**src/verilog/bil_defines.vh**
```
// Constants for the boot image locator and fault signal block
`ifndef BIL_DEFINES_VH
`define BIL_DEFINES_VH
// Register byte offsets
`define BIL_REG_CTRL 12'h000
`define BIL_REG_CAP 12'h004
`define BIL_REG_STATUS 12'h008
`define BIL_REG_LDR_ADDR 12'h00c
`define BIL_REG_SIG_ADDR 12'h010
`define BIL_REG_CPU_PLL 12'h014
`define BIL_REG_BUS_PLL 12'h018
`define BIL_REG_PER_PLL 12'h01c
`define BIL_REG_XTAL 12'h020
`define BIL_REG_CPU_FREQ 12'h024
`define BIL_REG_BUS_FREQ 12'h028
`define BIL_REG_PER_FREQ 12'h02c
`define BIL_REG_EVENT 12'h030
// Control fields
`define BIL_CTRL_MEDIUM_LSB 0
`define BIL_CTRL_BURST_LSB 4
`define BIL_CTRL_SECURE_BIT 6
`define BIL_CTRL_START_BIT 7
// Event register write bits
`define BIL_EV_ECC_BIT 0
`define BIL_EV_VERIFY_BIT 1
// Boot media
`define BIL_MED_SDMMC 3'h0
`define BIL_MED_SDHC 3'h1
`define BIL_MED_MNAND 3'h2
`define BIL_MED_NAND512 3'h3
`define BIL_MED_NAND2K 3'h4
`define BIL_MED_NAND4K 3'h5
// Burst modes
`define BIL_BURST_SINGLE 2'h0
`define BIL_BURST_4 2'h1
`define BIL_BURST_8 2'h2
// End-relative block offsets
`define BIL_SD_LDR_OFS 32'h0000_0012
`define BIL_SD_SIG_OFS 32'h0000_0002
`define BIL_HC_HIDDEN 32'h0000_0400
`define BIL_HC_LDR_OFS 32'h0000_0412
`define BIL_HC_SIG_OFS 32'h0000_0402
// Signature pages in block 0
`define BIL_SIG_PG_MNAND 32'h0000_0004
`define BIL_SIG_PG_N512 32'h0000_0010
`define BIL_SIG_PG_N2K 32'h0000_0004
`define BIL_SIG_PG_N4K 32'h0000_0002
`define BIL_LDR_BYTES 32'h0000_2000
// Fixed boot PLL settings
`define BIL_CPU_M 10'h0dc
`define BIL_CPU_P 6'h03
`define BIL_CPU_S 3'h2
`define BIL_BUS_M 10'h0dc
`define BIL_BUS_P 6'h03
`define BIL_BUS_S 3'h3
`define BIL_PER_M 10'h03c
`define BIL_PER_P 6'h02
`define BIL_PER_S 3'h4
`define BIL_PER_K 16'h0000
// Fault pattern timing
`define BIL_FAULT_PERIOD_US 1000
`define BIL_CLK_MHZ 100
`define BIL_FAULT_HI_PCT 90
`define BIL_FAULT_LO_PCT 10
`endif

```
**src/verilog/bil_boot_locator.v**
```verilog
// Boot image locator, fixed boot PLL settings and fault indicator pattern
// How it works
// - SDHC size computed 1024 blocks short
// - NAND loader 8K from block 0 page 0
// - Managed NAND signature at page 4
// - 512-byte raw NAND signature at page 16
// - 2048-byte raw NAND signature at page 4
// - 4096-byte raw NAND signature at page 2
// - CPU PLL M220 P3 S2
// - Bus PLL M220 P3 S3
// - Peripheral PLL M60 P2 S4 K0
// - Integer PLL out is M*Fin/(P*2^S)
// - Peripheral PLL adds K/2^16 to M
// - ECC error: 90% high fault toggle
// - Secure verify fail: 10% high toggle
// - Managed NAND single, 4 or 8 bursts
`timescale 1ns/10ps
`default_nettype none
`include "bil_defines.vh"
module bil_boot_locator #(
  parameter FAULT_PERIOD = `BIL_FAULT_PERIOD_US * `BIL_CLK_MHZ
) (
  input wire i_clk,
  input wire i_srst,
  input wire [31:0] i_haddr,
  input wire [1:0] i_htrans,
  input wire i_hwrite,
  input wire [2:0] i_hsize,
  input wire [31:0] i_hwdata,
  input wire i_hsel,
  input wire i_hready,
  output wire [31:0] o_hrdata,
  output wire o_hreadyout,
  output wire o_hresp,
  input wire i_ecc_fail,
  input wire i_verify_fail,
  output wire o_fault_indicator_pin,
  output wire o_fault_indicator_pin_oe_n,
  output wire o_boot_done,
  output wire o_jump_en,
  output wire [1:0] o_burst_mode
);
  // Pattern lengths in clock cycles
  localparam [31:0] PERIOD = FAULT_PERIOD;
  localparam [31:0] HI_CYC = (PERIOD * `BIL_FAULT_HI_PCT) / 100;
  localparam [31:0] LO_CYC = PERIOD - HI_CYC;
  // Latched fault kind
  localparam [1:0] F_NONE = 2'h0;
  localparam [1:0] F_ECC = 2'h1;
  localparam [1:0] F_VERIFY = 2'h2;

  // Fault inputs come from outside logic, two flops each
  // A pulse shorter than one clock may be missed
  wire [1:0] async_in = {i_verify_fail, i_ecc_fail};
  wire [1:0] async_s;
  genvar g;
  generate
    for (g = 0; g < 2; g = g + 1) begin : g_sync
      reg [1:0] sync_q;
      always @(posedge i_clk) begin
        if (i_srst)
          sync_q <= 2'h0;
        else
          sync_q <= {sync_q[0], async_in[g]};
      end
      assign async_s[g] = sync_q[1];
    end
  endgenerate
  wire ecc_s = async_s[0];
  wire ver_s = async_s[1];

  // AHB-Lite address phase capture
  reg wr_q;
  reg rd_q;
  reg [11:0] addr_q;
  // Only NONSEQ or SEQ transfers are taken
  wire take = i_hsel & i_hready & i_htrans[1];
  always @(posedge i_clk) begin
    if (i_srst) begin
      wr_q <= 1'b0;
      rd_q <= 1'b0;
      addr_q <= 12'h000;
    end else begin
      wr_q <= take & i_hwrite;
      rd_q <= take & ~i_hwrite;
      if (take)
        addr_q <= i_haddr[11:0];
    end
  end

  // Zero wait states, every transfer ends in its data phase
  assign o_hreadyout = 1'b1;
  assign o_hresp = 1'b0;

  // Software control and capacity registers
  reg [2:0] medium_q;
  reg [1:0] burst_q;
  reg secure_q;
  reg start_q;
  reg [31:0] cap_q;
  reg [7:0] xtal_q;
  reg [1:0] sw_fault_q;

  always @(posedge i_clk) begin
    if (i_srst) begin
      medium_q <= `BIL_MED_SDMMC;
      burst_q <= `BIL_BURST_SINGLE;
      secure_q <= 1'b0;
      start_q <= 1'b0;
      cap_q <= 32'h0000_0000;
      xtal_q <= 8'h0c;
      sw_fault_q <= 2'h0;
    end else begin
      // Event bits last one cycle, a write pulses them
      sw_fault_q <= 2'h0;
      if (wr_q) begin
        case (addr_q)
          `BIL_REG_CTRL: begin
            medium_q <= i_hwdata[`BIL_CTRL_MEDIUM_LSB +: 3];
            // A reserved burst code keeps the current mode
            if (i_hwdata[`BIL_CTRL_BURST_LSB +: 2] != 2'h3)
              burst_q <= i_hwdata[`BIL_CTRL_BURST_LSB +: 2];
            secure_q <= i_hwdata[`BIL_CTRL_SECURE_BIT];
            start_q <= i_hwdata[`BIL_CTRL_START_BIT];
          end
          `BIL_REG_CAP: cap_q <= i_hwdata;
          `BIL_REG_XTAL: xtal_q <= i_hwdata[7:0];
          `BIL_REG_EVENT: sw_fault_q <= i_hwdata[1:0];
          default: ;
        endcase
      end
    end
  end
  assign o_burst_mode = burst_q;

  // Location arithmetic
  // Both SD flavours count back from the last usable block
  // Capacity must be above the reserved tail or the offsets wrap
  wire [31:0] last_blk = cap_q - 32'h0000_0001;
  wire [31:0] hc_last = last_blk - `BIL_HC_HIDDEN;
  reg [31:0] ldr_addr;
  reg [31:0] sig_addr;
  always @* begin
    ldr_addr = 32'h0000_0000;
    sig_addr = 32'h0000_0000;
    case (medium_q)
      `BIL_MED_SDMMC: begin
        ldr_addr = last_blk - `BIL_SD_LDR_OFS;
        sig_addr = last_blk - `BIL_SD_SIG_OFS;
      end
      `BIL_MED_SDHC: begin
        ldr_addr = hc_last - `BIL_SD_LDR_OFS;
        sig_addr = hc_last - `BIL_SD_SIG_OFS;
      end
      // NAND media keep the loader at block 0 page 0
      `BIL_MED_MNAND: sig_addr = `BIL_SIG_PG_MNAND;
      `BIL_MED_NAND512: sig_addr = `BIL_SIG_PG_N512;
      `BIL_MED_NAND2K: sig_addr = `BIL_SIG_PG_N2K;
      `BIL_MED_NAND4K: sig_addr = `BIL_SIG_PG_N4K;
      default: ;
    endcase
  end

  // Locations latch once on start; a new run needs reset
  reg [31:0] ldr_q;
  reg [31:0] sig_q;
  reg done_q;
  always @(posedge i_clk) begin
    if (i_srst) begin
      ldr_q <= 32'h0000_0000;
      sig_q <= 32'h0000_0000;
      done_q <= 1'b0;
    end else if (start_q & ~done_q) begin
      ldr_q <= ldr_addr;
      sig_q <= sig_addr;
      done_q <= 1'b1;
    end
  end

  // Fixed PLL fields, index 0 cpu, 1 main bus, 2 peripheral
  // Fixed settings only; the loader must set the PLLs it needs
  wire [9:0] pll_m [0:2];
  wire [5:0] pll_p [0:2];
  wire [2:0] pll_s [0:2];
  wire [15:0] pll_k [0:2];
  assign pll_m[0] = `BIL_CPU_M;
  assign pll_p[0] = `BIL_CPU_P;
  assign pll_s[0] = `BIL_CPU_S;
  assign pll_k[0] = 16'h0000;
  assign pll_m[1] = `BIL_BUS_M;
  assign pll_p[1] = `BIL_BUS_P;
  assign pll_s[1] = `BIL_BUS_S;
  assign pll_k[1] = 16'h0000;
  assign pll_m[2] = `BIL_PER_M;
  assign pll_p[2] = `BIL_PER_P;
  assign pll_s[2] = `BIL_PER_S;
  assign pll_k[2] = `BIL_PER_K;

  // Output frequency in kHz; integer PLLs have a zero fraction
  wire [41:0] xtal_khz = {34'h0, xtal_q} * 42'd1000;
  wire [18:0] pll_word [0:2];
  wire [31:0] pll_freq [0:2];
  generate
    for (g = 0; g < 3; g = g + 1) begin : g_pll
      wire [57:0] num = {16'h0, xtal_khz} * {32'h0, pll_m[g], pll_k[g]};
      wire [57:0] den = {52'h0, pll_p[g]} << pll_s[g];
      wire [57:0] quo = (num >> 16) / den;
      assign pll_word[g] = {pll_m[g], pll_p[g], pll_s[g]};
      assign pll_freq[g] = quo[31:0];
    end
  endgenerate

  // Fault capture: first fault wins and latches
  // ECC wins when both arrive together; verify counts in secure mode only
  reg [1:0] fault_q;
  always @(posedge i_clk) begin
    if (i_srst)
      fault_q <= F_NONE;
    else if (fault_q == F_NONE) begin
      if (ecc_s | sw_fault_q[`BIL_EV_ECC_BIT])
        fault_q <= F_ECC;
      else if (secure_q &
               (ver_s | sw_fault_q[`BIL_EV_VERIFY_BIT]))
        fault_q <= F_VERIFY;
    end
  end

  // Pattern generator repeats forever once a fault latches
  reg [31:0] cnt_q;
  reg pin_q;
  // High length picks the duty for the latched fault kind
  wire [31:0] hi_len = (fault_q == F_ECC) ? HI_CYC : LO_CYC;
  always @(posedge i_clk) begin
    if (i_srst)
      cnt_q <= 32'h0000_0000;
    else if (fault_q != F_NONE) begin
      if (cnt_q == PERIOD - 32'h0000_0001)
        cnt_q <= 32'h0000_0000;
      else
        cnt_q <= cnt_q + 32'h0000_0001;
    end
  end

  // Pin follows the counter one cycle later
  always @(posedge i_clk) begin
    if (i_srst)
      pin_q <= 1'b0;
    else if (fault_q != F_NONE)
      pin_q <= (cnt_q < hi_len);
  end

  // Pin is driven only while a fault pattern runs
  assign o_fault_indicator_pin = pin_q;
  assign o_fault_indicator_pin_oe_n = (fault_q == F_NONE);
  assign o_boot_done = done_q;
  // No jump to the loader once a fault has latched
  assign o_jump_en = done_q & (fault_q == F_NONE);

  // Read-back images of control and status
  wire [31:0] ctrl_rd = {24'h0, start_q, secure_q, burst_q, 1'b0, medium_q};
  wire [31:0] stat_rd = {28'h0, pin_q, fault_q, done_q};

  // Read mux
  reg [31:0] rd_d;
  reg [31:0] rdata_q;
  always @* begin
    case (addr_q)
      `BIL_REG_CTRL: rd_d = ctrl_rd;
      `BIL_REG_CAP: rd_d = cap_q;
      `BIL_REG_STATUS: rd_d = stat_rd;
      `BIL_REG_LDR_ADDR: rd_d = ldr_q;
      `BIL_REG_SIG_ADDR: rd_d = sig_q;
      `BIL_REG_CPU_PLL: rd_d = {13'h0, pll_word[0]};
      `BIL_REG_BUS_PLL: rd_d = {13'h0, pll_word[1]};
      `BIL_REG_PER_PLL: rd_d = {13'h0, pll_word[2]};
      `BIL_REG_XTAL: rd_d = {24'h0, xtal_q};
      `BIL_REG_CPU_FREQ: rd_d = pll_freq[0];
      `BIL_REG_BUS_FREQ: rd_d = pll_freq[1];
      `BIL_REG_PER_FREQ: rd_d = pll_freq[2];
      default: rd_d = 32'h0000_0000;
    endcase
  end

  // Read data stands in the data phase, then holds until the next read is taken, which clears it
  always @(posedge i_clk) begin
    if (i_srst)
      rdata_q <= 32'h0000_0000;
    else if (take & ~i_hwrite)
      rdata_q <= 32'h0000_0000;
    else if (rd_q)
      rdata_q <= rd_d;
  end
  assign o_hrdata = rd_q ? rd_d : rdata_q;
endmodule // bil_boot_locator
`default_nettype wire

```
**config.mk**
```make
export PLATFORM = sky130hd
export DESIGN_NAME = bil_boot_locator
export DESIGN_NICKNAME = d
export VERILOG_FILES = /design/src/verilog/bil_boot_locator.v
export VERILOG_INCLUDE_DIRS = /design/src /design/src/verilog
export SDC_FILE = /design/constraint.sdc
export NUM_CORES = 1
export LEC_CHECK = 0
export BUFFER_PORTS_ARGS = -buffer_cell sky130_fd_sc_hd__buf_2
export CORE_MARGIN = 10
export CORE_UTILIZATION = 53
export DETAILED_ROUTE_END_ITERATION = 10
export HOLD_SLACK_MARGIN = 0.03
export PLACE_DENSITY = 0.76
export SLEW_MARGIN = 15
export SYNTH_ARGS = -nofsm -noshare
export SYNTH_HDL_FRONTEND = slang
export SYNTH_SLANG_ARGS = --single-unit
```
**constraint.sdc**
```tcl
create_clock -name i_clk -period 49.9 [get_ports i_clk]
set_input_delay 4.99 -clock i_clk [delete_from_list [all_inputs] [get_ports i_clk]]
set_output_delay 4.99 -clock i_clk [all_outputs]
set_load 0.01 [all_outputs]
```
### Word-level counts from Yosys, hierarchy flattened

Cells that the tools add are included.

| storage, ports and cells | value |
|---|---|
| flip-flop bits (word level) | 199 |
| input port bits | 76 |

| operators by class | value |
|---|---|
| add/sub/neg operators | 7 |
| multiply operators | 3 |
| divide/modulo/power cells | 2 |
| $lt $le $gt $ge | 1 |
| equal/unequal tests | 20 |
| muxes and demuxes | 8 |
| bitwise operators | 13 |
| reduce and logical (&&, ||, !) cells | 13 |

Operators by type and width:

| kind | number |
|---|---|
| $pmux 32 s12 | 1 |
| $pmux 32 s5 | 1 |
| $mux 32 | 2 |
| $pmux 32 s2 | 1 |
| $sub 32x2->32 const B | 2 |
| $sub 32x5->32 const B | 2 |
| $eq 12x6->1 const B | 5 |
| $div 42x4->58 const B | 1 |
| $div 42x5->58 const B | 1 |
| $eq 12x5->1 const B | 4 |
| $add 32x1->32 const B | 1 |
| $eq 32x17->1 const B | 1 |
| $lt 32x17->1 | 1 |
| $sub 32x1->32 const B | 1 |
| $sub 32x11->32 const B | 1 |
| $eq 12x4->1 const B | 2 |
| $mul 15x6->21 const B | 1 |
| $mul 15x4->19 const B | 1 |
| $mux 17 | 1 |
| $mul 8x7->15 const B | 1 |
| $eq 12x3->1 const B | 1 |
| $logic_not 12->1 | 1 |
| $reduce_and 2->1 | 4 |
| $and 1x1->1 | 7 |
| 14 further kinds | 23 |

### Depth between registers and ports, before layout

| logic depth | value |
|---|---|
| word-level depth | 5 |
| gate-level depth with buffers | 217 |
| mapped depth without buffers | 201 |

### Worst setup path after synthesis

OpenSTA, ideal clock, no wires.

| path | value |
|---|---|
| path type | register to output |
| start | reg xtal_q[1] |
| end | out o_hrdata[0] |
| arrival time | 44.628 ns |
| required time | 44.910 ns |
| path slack | 0.282 ns |
| stages on the path, launching flop included | 213 |
| path through | dfxtp_1 -> fa_1 -> xor2_1 -> ha_1 -> fa_1 -> inv_1 -> fa_1 -> inv_1 -> ha_1 -> inv_1 -> o21bai_1 -> a21oi_1 -> o21bai_1 -> a21oi_1 -> o21bai_1 -> a21oi_1 -> o21bai_1 -> a21oi_1 -> [177 not listed] -> xnor2_1 -> ha_1 -> a21oi_1 -> nand3_1 -> o41ai_4 -> o311ai_2 -> nor2_4 -> nand3_4 -> mux2_2 -> inv_1 -> ha_1 -> nand2b_1 -> a21oi_1 -> nand4_2 -> nor4_1 -> mux2i_1 -> a2111oi_4 -> a221oi_2 |

| between the ends | value |
|---|---|
| longest elaborated chain between the ends | 5 |

RTL lines:

| item | RTL line | source |
|---|---|---|
| start, declared | bil_boot_locator.v:101 | `reg [7:0] xtal_q;` |
| start signal, assigned | bil_boot_locator.v:127 | `` `BIL_REG_XTAL: xtal_q <= i_hwdata[7:0]; `` |
| $mul 8x7->15 (*) | bil_boot_locator.v:200 | `wire [41:0] xtal_khz = {34'h0, xtal_q} * 42'd1000;` |
| $mul 15x6->21 (*) | bil_boot_locator.v:205 | `wire [57:0] num = {16'h0, xtal_khz} * {32'h0, pll_m[g], pll_k[g]};` |
| $div 42x5->58 or $div 42x4->58 (tied branches) | bil_boot_locator.v:207 | `wire [57:0] quo = (num >> 16) / den;` |
| $pmux 32 s12 (*) | bil_boot_locator.v:267 | `case (addr_q)` |
| $mux 32 (*) | n/a |  |
| end, declared | bil_boot_locator.v:32 | `output wire [31:0] o_hrdata,` |

Every way passes the cells marked *; elsewhere a longest branch is shown, timed or not.

### Worst setup path after layout

| path | value |
|---|---|
| start | reg xtal_q[0] |
| end | out o_hrdata[0] |

| between the ends | value |
|---|---|
| longest elaborated chain between the ends | 5 |

RTL lines:

| item | RTL line |
|---|---|
| $mul 8x7->15 | bil_boot_locator.v:200 |
| $mul 15x6->21 | bil_boot_locator.v:205 |
| $div 42x5->58 or $div 42x4->58 (tied branches) | bil_boot_locator.v:207 |
| $pmux 32 s12 (*) | bil_boot_locator.v:267 |
| $mux 32 (*) | n/a |

Marks and branches as above.

==> run summary <==
Setup crit end -> o_hrdata[0]
run status -> finished, final reports clean
Slowest-stage cell, CP -> fa_2
Die Wd -> 242 um
total number of vias -> 26426
f_max -> 21.0 MHz
Clock Path Buffers -> 2
clk_lat worst skew -> 460 ps
# nets final -> 3848
Yosys reg bits -> 198
CTS tree -> built
critical path arrival -> 42670 ps
die area -> 0.0585 sq mm
reg-to-reg slack, setup -> 7600 ps
gr usage total -> 24.2%
RR Endpoint -> rdata_q[0]
first-pass GRT wire length -> 123 mm
pin count of the biggest net entering global routing -> 82
final core utilization -> 58.8%
First-pass DRT Iterations -> 8
clock tree root driver cell -> clkbuf_16
Syn Inst Count -> 3454
reg-to-reg critical path startpoint -> xtal_q[0]
storage element area -> 0.00397 sq mm
Post-synth ARST share -> 0%
Detail Route Antenna Nets -> 0
# rows -> 81
initial core utilization -> 53.4%
Synth Flop Type -> dfxtp_1
global route overflow -> 0
CP startpoint kind -> flip-flop
Area growth syn-to-layout -> 10.0%
final std cells w/o fill -> 4229
vias in the first global route -> 24443
CP Launch Point -> xtal_q[0]
Tmin final -> 47660 ps
hold_buf cts -> 0
Synth warnings -> 0
final wirelength -> 75.0 mm
Via-to-Cell Ratio -> 6.25
Hold Path Class -> flip-flop to flip-flop
Final setup viols -> 0
PortBufs -> 89
Required @ worst endpoint -> 44910 ps
Largest stage delay, worst path -> 660 ps
core outline area -> 0.0488 sq mm
Worst slew margin -> 25.5%
total CTS buffers -> 17
Multi-input gate area -> 0.0212 sq mm
cell total after placement -> 4165
drt first-iter violations -> 2354
worst-margin pin slew -> 1110 ps
max-capacitance violation count -> 0
CTS clk-pin slew, worst paths -> 80 ps
Crit Path Max Fanout -> 8
critical path endpoint category -> output port
register area share after synthesis -> 15.2%
Clock Sinks -> 198
Final Hold Vio Count -> 0
gpl congestion -> 0.961
initial antenna violation count -> 2
layout cells sized above 1 -> 14.3%
htree depth -> 4
Die Height -> 242 um
Syn Nets -> 3751
Max Slew Vio Count -> 0
# fillers -> 4617
Clock Skew -> 11.5 ps
Worst Setup Path Type -> flip-flop to output port
Synth Area per Inst -> 7.55 sq um
most used cell, CP -> ha_1
hpwl dp -> 59.0 mm
Ports -> 116
cells on worst reg2reg path -> 197
Post-synth EDFFs -> 0
Routed wire per std cell -> 17.7 um
Final Cycle Share -> 95.5%
setup TNS -> 0 ps
DRC viols -> 0
Synth cell types -> 141
synthesized cell area -> 0.0261 sq mm
Fin Hold WS -> 445 ps
-- cell type report --
type	count	share of cell area [%]
tap	664	2.89
antenna	1	0.00872
timing repair buffer	215	4.86
clock buffer	18	1.53
sequential	198	13.8
multi-input combinational	2920	73.8
inverter	199	2.60
clock inverter	14	0.475
-- layout by cell type, fill, tap and decap left out, types with 22 or more instances in the layout --
cell type  instances
nand3_1          111
inv_1            195
and2_1            76
mux2i_1           29
nor2_1           353
nor3_1            88
o2bb2ai_1         25
fa_1              65
o21ai_1           22
or3_1             45
ha_1             148
nor2b_1           22
a22oi_1           68
o31ai_1           25
a222oi_1          22
buf_2             88
nand2_1          347
or2_2             39
xor2_1           103
nor4_1            27
dfxtp_1          196
xnor2_1          150
a211oi_1          33
o211ai_1          28
nand4_1           47
a21oi_1          205
o21ai_0          108
o21a_1            24
a21o_1            50
o21bai_1          31
and3_1            39
nand2b_1          38
a31oi_1           40
buf_4            127
-- repair_timing --
| action | CTS | global route |
|---|---|---|
| gates resized for setup | 5 | 71 |
| hold endpoints to repair | 0 | 0 |
| cloned | 0 | 0 |
| setup buffers | 1 | 30 |
| pin swaps | 1 | 37 |
| endpoints found under the setup margin | 2 | 3 |
-- worst min-delay path by stage --
stage	slack, ps	from	cells after the start	to
6_report	450	g_sync[1].sync_q[0]	1	g_sync[1].sync_q[1]
5_1_grt	470	g_sync[0].sync_q[0]	1	g_sync[0].sync_q[1]
4_1_cts	450	g_sync[1].sync_q[0]	1	g_sync[1].sync_q[1]
3_5_place_dp	430	g_sync[1].sync_q[0]	1	g_sync[1].sync_q[1]
3_3_place_gp	440	sig_q[4]	2	sig_q[4]
2_1_floorplan	410	g_sync[0].sync_q[0]	1	g_sync[0].sync_q[1]
-- registers in the layout, indices dropped and copies added, names as in the netlist --
name / flops
addr_q: 12
cap_q: 32
secure_q: 1
sw_fault_q: 2
fault_q: 2
ldr_q: 32
sig_q: 31
medium_q: 3
o_fault_indicator_pin: 1
rdata_q: 32
o_boot_done: 1
g_sync.sync_q: 4
cnt_q: 32
xtal_q: 8
start_q: 1
o_burst_mode: 2
rd_q: 1
wr_q: 1
-- routing by layer --
metal / GRT usage [%] / up-vias / share of wire, %
li1: - / 12906 / -
met1: 33.1 / 12542 / 46
met2: 40.0 / 878 / 46
met3: 2.50 / 100 / 6.0
met4: 5.97 / 0 / 1.7
met5: 0 / - / 0
-- synth_stat cells (77+ instances only) --
library cell    n  share of area, %
xor2_1        106               3.6
and2_1         77               1.8
dfxtp_1       198                15
inv_1         199               2.9
nor3_1         92               1.8
nand3_1       111               2.1
xnor2_1       155               5.2
nand2_1       348               5.0
nor2_1        356               5.1
ha_1          155               7.4
clkbuf_1      104               1.5
o21ai_0       111               2.1
a21oi_1       213               4.1
-- stage by stage --
stage / setup WS, ps / cell area [sq um]
after floorplan: 282 / 26100
after global placement: 525 / 27500
after detailed placement: 141 / 27500
after CTS: 158 / 28100
after global routing: -316 / 28700
final: 2240 / 28700
-- worst max-delay path: cells and delay by family, from the launching register on --
kind,cells,cell delay [ps]
XOR/XNOR,16,3000
adder cells (fa/ha/maj),31,10900
AND/OR/NAND/NOR,56,10220
flip-flops,1,400
buffers and inverters,18,1800
AO/OA/AOI/OAI,71,14520
multiplexers,5,1200
-- kinds of logic after synthesis --
group | synth area share, %
AND/OR/NAND/NOR | 27.3
AO/OA/AOI/OAI | 28.4
buffers and inverters | 5.10
XOR/XNOR | 9.10
adder cells (fa/ha/maj) | 12.6
flip-flops | 15.2
multiplexers | 2.31
other | 0.0288
Power is left out: the tool's default activity adds up to more than one toggle a clock period on the data nets, which glitch-free logic cannot reach.
